File: config.mk
export PLATFORM = sky130hd
export DESIGN_NAME = asr_top
export DESIGN_NICKNAME = d
export VERILOG_FILES = /design/src/shared/asr_pkg.sv /design/src/rtl/asr_top.sv
export SDC_FILE = /design/constraint.sdc
export NUM_CORES = 1
export LEC_CHECK = 0
export BUFFER_PORTS_ARGS = -buffer_cell sky130_fd_sc_hd__buf_4
export CAP_MARGIN = 20
export CORE_UTILIZATION = 40
export DETAILED_ROUTE_END_ITERATION = 6
export GPL_TIMING_DRIVEN = 0
export SLEW_MARGIN = 20
export SYNTH_ARGS = -nofsm -noshare
export SYNTH_HDL_FRONTEND = slang
export SYNTH_SLANG_ARGS = --single-unit
File: constraint.sdc
create_clock -name mclk -period 3.5 [get_ports mclk]
set_input_delay 0.7 -clock mclk [delete_from_list [all_inputs] [get_ports mclk]]
set_output_delay 0.7 -clock mclk [all_outputs]
set_load 0.02 [all_outputs]
File: src/shared/asr_pkg.sv
// Package of register map, field layouts and state types for the receiver.
package asr_pkg;

	// ==========================================================
	// Register byte offsets
	localparam logic [7:0] OFS_MODE  = 8'h00;
	localparam logic [7:0] OFS_BAUD  = 8'h04;
	localparam logic [7:0] OFS_RXBUF = 8'h08;
	localparam logic [7:0] OFS_STAT  = 8'h0c;
	localparam logic [7:0] OFS_FLAG  = 8'h10;
	localparam logic [7:0] OFS_PWR   = 8'h14;

	// ==========================================================
	// Reset values and writable masks
	localparam logic [7:0] MODE_RST  = 8'h00;
	localparam logic [7:0] MODE_MASK = 8'h7c;
	localparam logic [7:0] BAUD_RST  = 8'h00;
	localparam logic [7:0] BAUD_MASK = 8'h7f;

	// ==========================================================
	// Field positions of the flag and power registers
	localparam int FLAG_TXDONE = 0;
	localparam int PWR_HALT    = 0;
	localparam int PWR_STOP    = 1;

	// ==========================================================
	// Parity selections
	localparam logic [1:0] PAR_NONE = 2'h0;
	localparam logic [1:0] PAR_ZERO = 2'h1;
	localparam logic [1:0] PAR_ODD  = 2'h2;
	localparam logic [1:0] PAR_EVEN = 2'h3;

	// ==========================================================
	// Timing and bus constants
	localparam logic [4:0] CNT_HALF_M1 = 5'h0f;
	localparam logic [8:0] PSC_ONE     = 9'h001;
	localparam logic [8:0] PSC_BASE    = 9'h002;
	localparam logic [2:0] LAST_BIT7   = 3'h6;
	localparam logic [2:0] LAST_BIT8   = 3'h7;
	localparam logic [1:0] RESP_OKAY   = 2'h0;
	localparam logic [1:0] RESP_SLVERR = 2'h2;

	// ==========================================================
	// Register layouts and receiver state type
	typedef struct packed {
		logic       resv7;
		logic       rx_enable_bit;
		logic [1:0] parity;
		logic       char8;
		logic       stop_length_bit;
		logic [1:0] resv;
	} asr_mode_t;

	typedef struct packed {
		logic       resv7;
		logic [2:0] prescale;
		logic [3:0] divisor;
	} asr_baud_t;

	typedef struct packed {
		logic [4:0] resv;
		logic       parity_err;
		logic       framing_err;
		logic       overrun_err;
	} asr_stat_t;

	typedef enum logic [2:0] {
		ST_IDLE,
		ST_START,
		ST_DATA,
		ST_PAR,
		ST_STOP
	} asr_state_t;

endpackage

File: src/rtl/asr_top.sv
// Asynchronous serial receiver with AXI4-Lite register access.
module asr_top (
	// Clock and reset
	input  wire logic        mclk,
	input  wire logic        sys_rst,
	// AXI4-Lite write channels
	input  wire logic [7:0]  awaddr,
	input  wire logic        awvalid,
	output logic             awready,
	input  wire logic [31:0] wdata,
	input  wire logic [3:0]  wstrb,
	input  wire logic        wvalid,
	output logic             wready,
	output logic [1:0]       bresp,
	output logic             bvalid,
	input  wire logic        bready,
	// AXI4-Lite read channels
	input  wire logic [7:0]  araddr,
	input  wire logic        arvalid,
	output logic             arready,
	output logic [31:0]      rdata,
	output logic [1:0]       rresp,
	output logic             rvalid,
	input  wire logic        rready,
	// Serial lines
	input  wire logic        rxd,
	input  wire logic        tx_bit_in,
	output logic             txd,
	// Events
	input  wire logic        tx_done_irq,
	output logic             rx_done_irq,
	output logic             rx_error_irq
);

	// ==========================================================
	// Declarations
	asr_pkg::asr_mode_t  mode_r;
	asr_pkg::asr_baud_t  baud_r;
	asr_pkg::asr_stat_t  stat_r;
	asr_pkg::asr_stat_t  stat_nxt;
	asr_pkg::asr_state_t st_r;
	logic [7:0]          rx_buf_r;
	logic [7:0]          rx_shift_r;
	logic [7:0]          psc_r;
	logic [7:0]          psc_max;
	logic [7:0]          frame_data;
	logic [4:0]          cnt5_r;
	logic [2:0]          bit_r;
	logic [2:0]          last_bit;
	logic                buf_full_r;
	logic                tx_flag_r;
	logic                halt_r;
	logic                stop_r;
	logic                ph_r;
	logic                par_r;
	logic                rxd_q_r;
	logic                cmpl_q_r;
	logic                run;
	logic                fsck;
	logic                hb;
	logic                smp;
	logic                cmpl;
	logic                rd_buf;
	logic                wr_en;
	logic                aw_got_r;
	logic                w_got_r;
	logic [7:0]          waddr_r;
	logic [7:0]          wbyte_r;
	logic                wlane_r;
	logic [31:0]         rd_word;
	logic                rd_hit;
	logic                wr_hit;

	function automatic logic is_mapped(input logic [7:0] a);
		is_mapped = (a == asr_pkg::OFS_MODE) || (a == asr_pkg::OFS_BAUD) ||
			(a == asr_pkg::OFS_RXBUF) || (a == asr_pkg::OFS_STAT) ||
			(a == asr_pkg::OFS_FLAG) || (a == asr_pkg::OFS_PWR);
	endfunction

	// ==========================================================
	// Baud timing
	// Halt only idles the CPU, so it does not gate anything here.
	assign run = ~stop_r;
	assign psc_max = 8'((asr_pkg::PSC_BASE << baud_r.prescale) -
		asr_pkg::PSC_ONE);
	assign fsck = (psc_r == psc_max);
	assign hb = fsck &&
		(cnt5_r == ({1'b0, baud_r.divisor} + asr_pkg::CNT_HALF_M1));
	assign smp = hb && ph_r;
	assign last_bit = mode_r.char8 ? asr_pkg::LAST_BIT8 : asr_pkg::LAST_BIT7;
	assign cmpl = run && mode_r.rx_enable_bit &&
		(st_r == asr_pkg::ST_STOP) && smp;
	assign frame_data = mode_r.char8 ? rx_shift_r :
		{1'b0, rx_shift_r[7:1]};

	always_ff @(posedge mclk) begin
		if (sys_rst || st_r == asr_pkg::ST_IDLE) begin
			psc_r  <= 8'h00;
			cnt5_r <= 5'h00;
		end else if (run) begin
			psc_r <= fsck ? 8'h00 : psc_r + 8'h01;
			if (fsck) begin
				cnt5_r <= hb ? 5'h00 : cnt5_r + 5'h01;
			end
		end
	end

	// ==========================================================
	// Receive sequencer
	always_ff @(posedge mclk) begin
		if (sys_rst) begin
			st_r       <= asr_pkg::ST_IDLE;
			bit_r      <= 3'h0;
			rx_shift_r <= 8'h00;
			par_r      <= 1'b0;
			ph_r       <= 1'b0;
			rxd_q_r    <= 1'b1;
		end else if (!mode_r.rx_enable_bit) begin
			st_r    <= asr_pkg::ST_IDLE;
			ph_r    <= 1'b0;
			rxd_q_r <= rxd;
		end else if (run) begin
			rxd_q_r <= rxd;
			if (hb) begin
				ph_r <= ~ph_r;
			end
			case (st_r)
				asr_pkg::ST_IDLE: begin
					ph_r <= 1'b0;
					if (rxd_q_r && !rxd) begin
						st_r <= asr_pkg::ST_START;
					end
				end
				asr_pkg::ST_START: begin
					if (hb && !rxd) begin
						st_r  <= asr_pkg::ST_DATA;
						ph_r  <= 1'b0;
						bit_r <= 3'h0;
						par_r <= 1'b0;
					end else if (hb) begin
						st_r <= asr_pkg::ST_IDLE;
					end
				end
				asr_pkg::ST_DATA: begin
					if (smp) begin
						rx_shift_r <= {rxd, rx_shift_r[7:1]};
						par_r      <= par_r ^ rxd;
						bit_r      <= bit_r + 3'h1;
						if (bit_r == last_bit) begin
							st_r <= (mode_r.parity == asr_pkg::PAR_NONE) ?
								asr_pkg::ST_STOP : asr_pkg::ST_PAR;
						end
					end
				end
				asr_pkg::ST_PAR: begin
					if (smp) begin
						par_r <= par_r ^ rxd;
						st_r  <= asr_pkg::ST_STOP;
					end
				end
				asr_pkg::ST_STOP: begin
					if (smp) begin
						st_r <= asr_pkg::ST_IDLE;
					end
				end
				default: begin
					st_r <= asr_pkg::ST_IDLE;
				end
			endcase
		end
	end

	// ==========================================================
	// Buffer, error status and events
	always_comb begin
		stat_nxt = '0;
		stat_nxt.parity_err = mode_r.parity[1] &
			(par_r ^ ~mode_r.parity[0]);
		stat_nxt.framing_err = ~rxd;
		stat_nxt.overrun_err = buf_full_r;
	end

	// A frame landing in the same cycle as a buffer read wins over the clear.
	always_ff @(posedge mclk) begin
		if (sys_rst) begin
			rx_buf_r   <= 8'h00;
			stat_r     <= '0;
			buf_full_r <= 1'b0;
		end else if (cmpl) begin
			rx_buf_r   <= frame_data;
			stat_r     <= stat_nxt;
			buf_full_r <= 1'b1;
		end else if (rd_buf) begin
			stat_r     <= '0;
			buf_full_r <= 1'b0;
		end
	end

	always_ff @(posedge mclk) begin
		if (sys_rst) begin
			rx_error_irq <= 1'b0;
			cmpl_q_r     <= 1'b0;
			rx_done_irq  <= 1'b0;
		end else begin
			rx_error_irq <= cmpl && (stat_nxt != '0);
			cmpl_q_r     <= cmpl;
			rx_done_irq  <= cmpl_q_r;
		end
	end

	always_ff @(posedge mclk) begin
		if (sys_rst) begin
			tx_flag_r <= 1'b0;
			txd       <= 1'b1;
		end else begin
			tx_flag_r <= tx_done_irq | (tx_flag_r & ~(wr_en && wlane_r &&
				waddr_r == asr_pkg::OFS_FLAG &&
				wbyte_r[asr_pkg::FLAG_TXDONE]));
			txd <= stop_r ? txd : tx_bit_in;
		end
	end

	// ==========================================================
	// AXI4-Lite write path
	assign wr_en = aw_got_r && w_got_r && !bvalid;
	assign wr_hit = is_mapped(waddr_r);

	always_ff @(posedge mclk) begin
		if (sys_rst) begin
			awready  <= 1'b0;
			wready   <= 1'b0;
			aw_got_r <= 1'b0;
			w_got_r  <= 1'b0;
			waddr_r  <= 8'h00;
			wbyte_r  <= 8'h00;
			wlane_r  <= 1'b0;
			bvalid   <= 1'b0;
			bresp    <= asr_pkg::RESP_OKAY;
		end else begin
			awready <= awvalid && !awready && !aw_got_r && !bvalid;
			wready  <= wvalid && !wready && !w_got_r && !bvalid;
			if (awvalid && awready) begin
				aw_got_r <= 1'b1;
				waddr_r  <= awaddr;
			end
			if (wvalid && wready) begin
				w_got_r <= 1'b1;
				wbyte_r <= wdata[7:0];
				wlane_r <= wstrb[0];
			end
			if (wr_en) begin
				aw_got_r <= 1'b0;
				w_got_r  <= 1'b0;
				bvalid   <= 1'b1;
				bresp    <= wr_hit ? asr_pkg::RESP_OKAY :
					asr_pkg::RESP_SLVERR;
			end else if (bvalid && bready) begin
				bvalid <= 1'b0;
			end
		end
	end

	always_ff @(posedge mclk) begin
		if (sys_rst) begin
			mode_r <= asr_pkg::MODE_RST;
			baud_r <= asr_pkg::BAUD_RST;
			halt_r <= 1'b0;
			stop_r <= 1'b0;
		end else if (wr_en && wlane_r) begin
			if (waddr_r == asr_pkg::OFS_MODE) begin
				mode_r <= wbyte_r & asr_pkg::MODE_MASK;
			end
			if (waddr_r == asr_pkg::OFS_BAUD) begin
				baud_r <= wbyte_r & asr_pkg::BAUD_MASK;
			end
			if (waddr_r == asr_pkg::OFS_PWR) begin
				halt_r <= wbyte_r[asr_pkg::PWR_HALT];
				stop_r <= wbyte_r[asr_pkg::PWR_STOP];
			end
		end
	end

	// ==========================================================
	// AXI4-Lite read path
	assign rd_buf = arvalid && arready && (araddr == asr_pkg::OFS_RXBUF);
	assign rd_hit = is_mapped(araddr);

	always_comb begin
		rd_word = 32'h0000_0000;
		case (araddr)
			asr_pkg::OFS_MODE:  rd_word[7:0] = mode_r;
			asr_pkg::OFS_BAUD:  rd_word[7:0] = baud_r;
			asr_pkg::OFS_RXBUF: rd_word[7:0] = rx_buf_r;
			asr_pkg::OFS_STAT:  rd_word[7:0] = stat_r;
			asr_pkg::OFS_FLAG:  rd_word[asr_pkg::FLAG_TXDONE] = tx_flag_r;
			asr_pkg::OFS_PWR: begin
				rd_word[asr_pkg::PWR_HALT] = halt_r;
				rd_word[asr_pkg::PWR_STOP] = stop_r;
			end
			default: rd_word = 32'h0000_0000;
		endcase
	end

	always_ff @(posedge mclk) begin
		if (sys_rst) begin
			arready <= 1'b0;
			rvalid  <= 1'b0;
			rdata   <= 32'h0000_0000;
			rresp   <= asr_pkg::RESP_OKAY;
		end else begin
			arready <= arvalid && !arready && !rvalid;
			if (arvalid && arready) begin
				rvalid <= 1'b1;
				rdata  <= rd_word;
				rresp  <= rd_hit ? asr_pkg::RESP_OKAY :
					asr_pkg::RESP_SLVERR;
			end else if (rvalid && rready) begin
				rvalid <= 1'b0;
			end
		end
	end
endmodule

# Yosys cells after proc, flatten, opt, wreduce, memory -nomap -nowiden
# Index checks and enable logic that the tools add are counted.
[totals]
regBits = 96
latch_bits = 0
mem_bits_rw = 0
romBits = 0
input_bits = 62
out_inout_bits = 44
wordCells = 186
memories = 0
[op_classes]
n_addsub = 5
n_mul = 0
div = 0
order_cmp = 0
n_eq_ne = 26
n_shift = 1
n_mux = 37
bitwise = 11
reduce_logical = 67
[ops]
columns = ["op", "count"]
rows = [
  ["two-way mux 3 bit", 12],
  ["equality test 8 x 4 -> 1 bit, second input constant", 4],
  ["equality test 8 x 5 -> 1 bit, second input constant", 4],
  ["logical AND 1 bit", 27],
  ["case mux 6 bit (4 select lines)", 1],
  ["equality test 8 x 3 -> 1 bit, second input constant", 2],
  ["logical NOT 8 bit", 2],
  ["two-way mux 8 bit", 2],
  ["case mux 3 bit (5 select lines)", 1],
  ["two-way mux 1 bit", 13],
  ["!= test 2 bit, second input constant", 6],
  ["logical OR 1 bit", 11],
  ["AND reduction 5 bit", 2],
  ["nonzero test 2 bit", 5],
  ["adder 8 x 1 -> 8 bit, second input constant", 1],
  ["equality test 8 bit", 1],
  ["logical NOT 1 bit", 8],
  ["AND reduction 2 bit", 4],
  ["nonzero test 8 bit", 1],
  ["left shift 2 x 3 -> 8 bit, first input constant", 1],
  ["subtractor 8 x 1 -> 8 bit, second input constant", 1],
  ["AND reduction 7 bit", 1],
  ["equality test 3 x 2 -> 1 bit, second input constant", 2],
  ["NOT 1 bit", 6],
  ["other kinds (22)", 29],
]

# Logic depth before layout (Yosys ltp)
[depth]
word_depth = 8
ltp_mapped = 17
depth_no_buf = 15

# Least setup slack after synthesis
# No wires, ideal clock.
[synth_timing]
path_type = "flip-flop to flip-flop"
startpoint = "register baud_r[5] (netlist name)"
endpoint = "register rx_buf_r[7]"
setup_ps = 70
t_arrival_ps = 3139
required_time_ps = 3430
slack_ps = 291
stages_incl_launch_ff = 17
n_path_buf = 4
period_less_slack_ps = 3209
path_cell_list = "dfxtp_1 -> buf_2 -> nor2_1 -> nand2_1 -> ha_1 -> xnor2_1 -> xnor2_1 -> a211oi_2 -> nand3_2 -> nor2_1 -> ha_1 -> clkbuf_1 -> and4_1 -> clkbuf_1 -> clkbuf_1 -> nand3_1 -> a21oi_1"
[synth_via]
elab_chain_len = 6
[synth_lines]
columns = ["item", "line_no", "source"]
rows = [
  ["from (decl)", "asr_top.sv:38", "asr_pkg::asr_baud_t baud_r;"],
  ["from (signal assigned)", "asr_top.sv:266", "baud_r <= asr_pkg::BAUD_RST;"],
  ["from (signal assigned)", "asr_top.sv:274", "baud_r <= wbyte_r & asr_pkg::BAUD_MASK;"],
  ["left shift 2 x 3 -> 8 bit", "asr_top.sv:84", "assign psc_max = 8'((asr_pkg::PSC_BASE << baud_r.prescale) -"],
  ["subtractor 8 x 1 -> 8 bit", "asr_top.sv:84", ""],
  ["equality test 8 bit", "asr_top.sv:86", "assign fsck = (psc_r == psc_max);"],
  ["logical AND 1 bit", "asr_top.sv:87", "assign hb = fsck &&"],
  ["logical AND 1 bit", "asr_top.sv:89", "assign smp = hb && ph_r;"],
  ["logical AND 1 bit", "asr_top.sv:92", "(st_r == asr_pkg::ST_STOP) && smp;"],
  ["to (signal assigned)", "asr_top.sv:190", "rx_buf_r <= frame_data;"],
  ["to (decl)", "asr_top.sv:42", "logic [7:0] rx_buf_r;"],
]
# No other way between the ends.
# A chain may end at the register's enable or synchronous reset.

# Worst setup path after layout
[layout_timing]
startpoint = "register baud_r[5] (netlist name)"
endpoint = "register bit_r[1]"
[layout_via]
elab_chain_len = 7
word_cells_on_any_way = 9
cone_classes = "add/sub: 1; eq/ne: 3; shift: 1; reduce/logical: 4"
[layout_lines]
columns = ["item", "line_no", "source"]
rows = [
  ["left shift 2 x 3 -> 8 bit (*)", "asr_top.sv:84", ""],
  ["subtractor 8 x 1 -> 8 bit (*)", "asr_top.sv:84", ""],
  ["equality test 8 bit (*)", "asr_top.sv:86", ""],
  ["logical AND 1 bit (*)", "asr_top.sv:87", ""],
  ["logical AND 1 bit, on equally long branches", "asr_top.sv:135, asr_top.sv:89", ""],
  ["!= test 2 bit (no source line)", "-", ""],
  ["AND reduction 5 bit (no source line) (*)", "-", ""],
  ["to (signal assigned)", "asr_top.sv:148", "bit_r <= bit_r + 3'h1;"],
  ["to (decl)", "asr_top.sv:48", "logic [2:0] bit_r;"],
]
# Every way passes the cells marked *; elsewhere a longest branch is shown, timed or not.

==> metrics.yaml <==
timing:
  fin_crit_sh: 0.908
  finalSetupViolCount: 0
  relSlewSlack: 0.569
  fmax_ghz: 0.315
  max_slew.worst_pin.slew_ns: 0.646
  hold_viol: 0
  drv_slew: 0
  fin_crit_ns: 3.18
  finClkSkew_ns: 0.0101
  tns_ns: 0
  grt_setup_unrepaired: "no"
synth:
  synth_compound_area_frac: 0.148
  synth.avg_cell_area_sq_um: 8.52
  synth_cell_types: 63
  yosys-top-cells-area: "dfxtp_1 (41%), mux2i_1 (6.7%), a21oi_1 (5.3%)"
  synth_ff_type: "dfxtp_1"
  synth_top_family_by_area: "simple AND/OR/NAND/NOR gates"
  yosysWarnings: 0
  postSynth.asyncResetShare: 0
  synth_top_area_share: 0.409
  syn_area_sq_mm: 0.00460
  synth_top_area_cell: "dfxtp_1"
  yosys.area_share.simple: 0.237
  synth_edf_count: 0
  seq_area_frac_synth: 0.409
  yosys.area_share.xor_xnor: 0.0381
  synth_fa_ha_area_frac: 0.0163
  syn_inst: 540
  synthMuxAreaShare: 0.0723
  ys_seq_elements: 94
worst_setup_path:
  crit_type: "reg2reg"
  cpPeakStageDelay_ns: 0.51
  startpoint_type: "register"
  endpoint_kind: "register"
  path_buf_inv: 1
  r2r_slack_ns: 0.32
  worstPathMaxFanout: 10
  arrival_ns: 3.42
  cp-startpoint: "baud_r[5]"
  cp_slowest_cell: "or4b_1"
  rr_worst_depth: 14
  reg2reg_to: "bit_r[1]"
  cp.depth: 14
  cp_top_family: "simple AND/OR/NAND/NOR gates"
  timing.rr.start: "baud_r[5]"
  cp-endpoint: "bit_r[1]"
  worstPathCellList: "clkbuf_4 > nor2_2 > nand2_1 > ha_1 > or4b_1 > o211ai_2 > nand3_4 > nor2_2 > ha_4 > nand2_1 > o21ai_0 > and3b_2 > a41oi_1 > a311oi_1"
  required_ns: 3.75
cts:
  clock_path_buffers: 2
  clockRootBuffer: "clkbuf_16"
  htree_levels: 3
  clock-sinks: 94
  path_clk_slew_ns: 0.07
  insertion_delay_ns: 0.34
  cts-buffers-inserted: 9
  cts_tree: "yes"
detailed_routing:
  drc: 0
  wl_um: 11200
  drtIter0Drc: 303
  num_vias: 3969
  vias_per_cell: 5.17
  dr.pass1.iters: 4
  ant_nets: 0
  wire_per_inst_um: 14.5
place:
  gp_congestion: 0.836
  io_buffer_count: 48
  dp_hpwl_um: 8270
die:
  die_h_um: 109
  core-area_sq_mm: 0.0110
  row_count: 38
  die-width_um: 109
  pin_count: 106
  die_area_sq_mm: 0.0119
  start_util: 0.417
global_routing:
  grt_pass1_wl_um: 17900
  grt_max_degree: 19
  grt_pass1_vias: 3734
  overflow: 0
  antenna_found_initial: 0
  grt.total_usage: 0.195
pwr:
  power_density_mw_per_mm2: 395
  ir_worst_vdd_mv: 0.331
  power_leakage_nw: 2.10
final_layout:
  nets: 691
  final_util: 0.504
  diodes: 0
  area_growth_syn_to_layout_pct: 20.8
  layout-drive-gt1-share: 0.180
  fillCellCount: 1089
flow_run:
  drv.max_cap_violation_count: 0
outcome:
  status: "finished, final reports clean"
worst_hold_path:
  hp-class: "reg2reg"
[layout by cell type, fill, tap and decap left out, types with 3 or more instances in the layout]
cell        count
dfxtp_1        94
buf_4          75
nand2_1        65
nor2_1         54
a21oi_1        49
mux2i_1        31
nand3_1        29
conb_1         26
clkbuf_1       20
o21ai_0        12
xnor2_1        11
a211oi_1       10
nor2b_1        10
xor2_1          9
clkbuf_16       9
inv_1           8
nor3_1          7
o31ai_1         6
nand4_1         6
a311oi_1        6
nand2b_1        6
buf_1           5
and2_1          5
ha_1            5
o21a_1          4
or4b_1          4
o22ai_1         3
nor4b_1         3
nand3b_1        3
clkinvlp_4      3
[synthesized netlist by cell type (6+ instances only)]
master / number
mux2i_1: 31
nor3_1: 7
nand4_1: 6
xor2_1: 9
nor2_1: 56
nand2_1: 65
o21ai_0: 12
ha_1: 6
dfxtp_1: 94
nand2b_1: 6
inv_1: 8
clkbuf_1: 23
a21oi_1: 49
a211oi_1: 10
xnor2_1: 11
nor2b_1: 10
nand3_1: 29
a311oi_1: 6
buf_4: 26
o31ai_1: 6
[flip-flops by register name, summed over array words and instances, names as in the netlist, 7 cells and up]
register / flops
baud_r: 7
psc_r: 8
rdata: 8
rx_buf_r: 8
rx_shift_r: 8
waddr_r: 8
wbyte_r: 7
[report_power, final]
| group | leakage, nW | switching, mW | total (mW) | internal, mW |
|---|---|---|---|---|
| Sequential | 0.760 | 0.0104 | 1.09 | 1.08 |
| Combinational | 1.21 | 0.0896 | 0.156 | 0.0661 |
| Clock | 0.133 | 0.453 | 0.950 | 0.497 |
[cell type report]
| class | instances | area (sq um) | area share |
|---|---|---|---|
| Clock buffer | 9 | 225 | 0.0405 |
| Sequential cell | 94 | 1880 | 0.339 |
| Inverter | 9 | 33.8 | 0.00608 |
| Multi-Input combinational cell | 405 | 2490 | 0.448 |
| Clock inverter | 7 | 62.6 | 0.0113 |
| Tap cell | 140 | 175 | 0.0315 |
| Timing Repair Buffer | 49 | 368 | 0.0662 |
| Buffer | 55 | 324 | 0.0583 |
[cells by family (layout without fill, tap and decap cells)]
family,count (synthesis),after routing
fa+ha+maj,6,6
other cells,1,26
compound gates,107,107
mux,32,32
flops,94,94
buf+inv,66,129
simple gates,214,214
xor+xnor,20,20
[routing by layer]
layer | track usage | part of all wire | up-vias
li1 | - | - | 2009
met1 | 0.253 | 0.47 | 1850
met2 | 0.325 | 0.47 | 104
met3 | 0.0406 | 0.051 | 6
met4 | 0.0600 | 0.0073 | 0
met5 | 0 | 0 | -
[worst min path at each step]
stage,end,from,slack (ns),cells after the start
finish,rx_done_irq,cmpl_q_r,0.44,1
global route,rx_done_irq,cmpl_q_r,0.46,1
CTS,rx_done_irq,cmpl_q_r,0.44,1
detailed placement,rx_done_irq,cmpl_q_r,0.43,1
global placement,rx_done_irq,cmpl_q_r,0.42,1
floorplan,rx_done_irq,cmpl_q_r,0.41,1
[metrics by stage]
stage,total power [mW],instances,hold slack (ns),setup slack (ns),instance area [sq um]
2_1_floorplan,1.22,565,0.414,0.291,4700
3_5_place_dp,1.27,753,0.426,-0.377,5230
6_report,2.20,768,0.440,0.323,5560
5_1_grt,2.27,768,0.461,0.00998,5560
3_3_place_gp,1.27,753,0.420,-0.275,5230
4_1_cts,2.22,768,0.442,0.0547,5520
[timing repair]
action / in CTS / in global routing
hold endpoints to repair: 0 / 0
setup buffers: 1 / 0
endpoints found under the setup margin: 22 / 19
pin swaps: 1 / 3
cloned: 0 / 0
resized for setup: 3 / 7
hold buffers: 0 / 0
No activity file was read; power rests on OpenSTA's default activity.
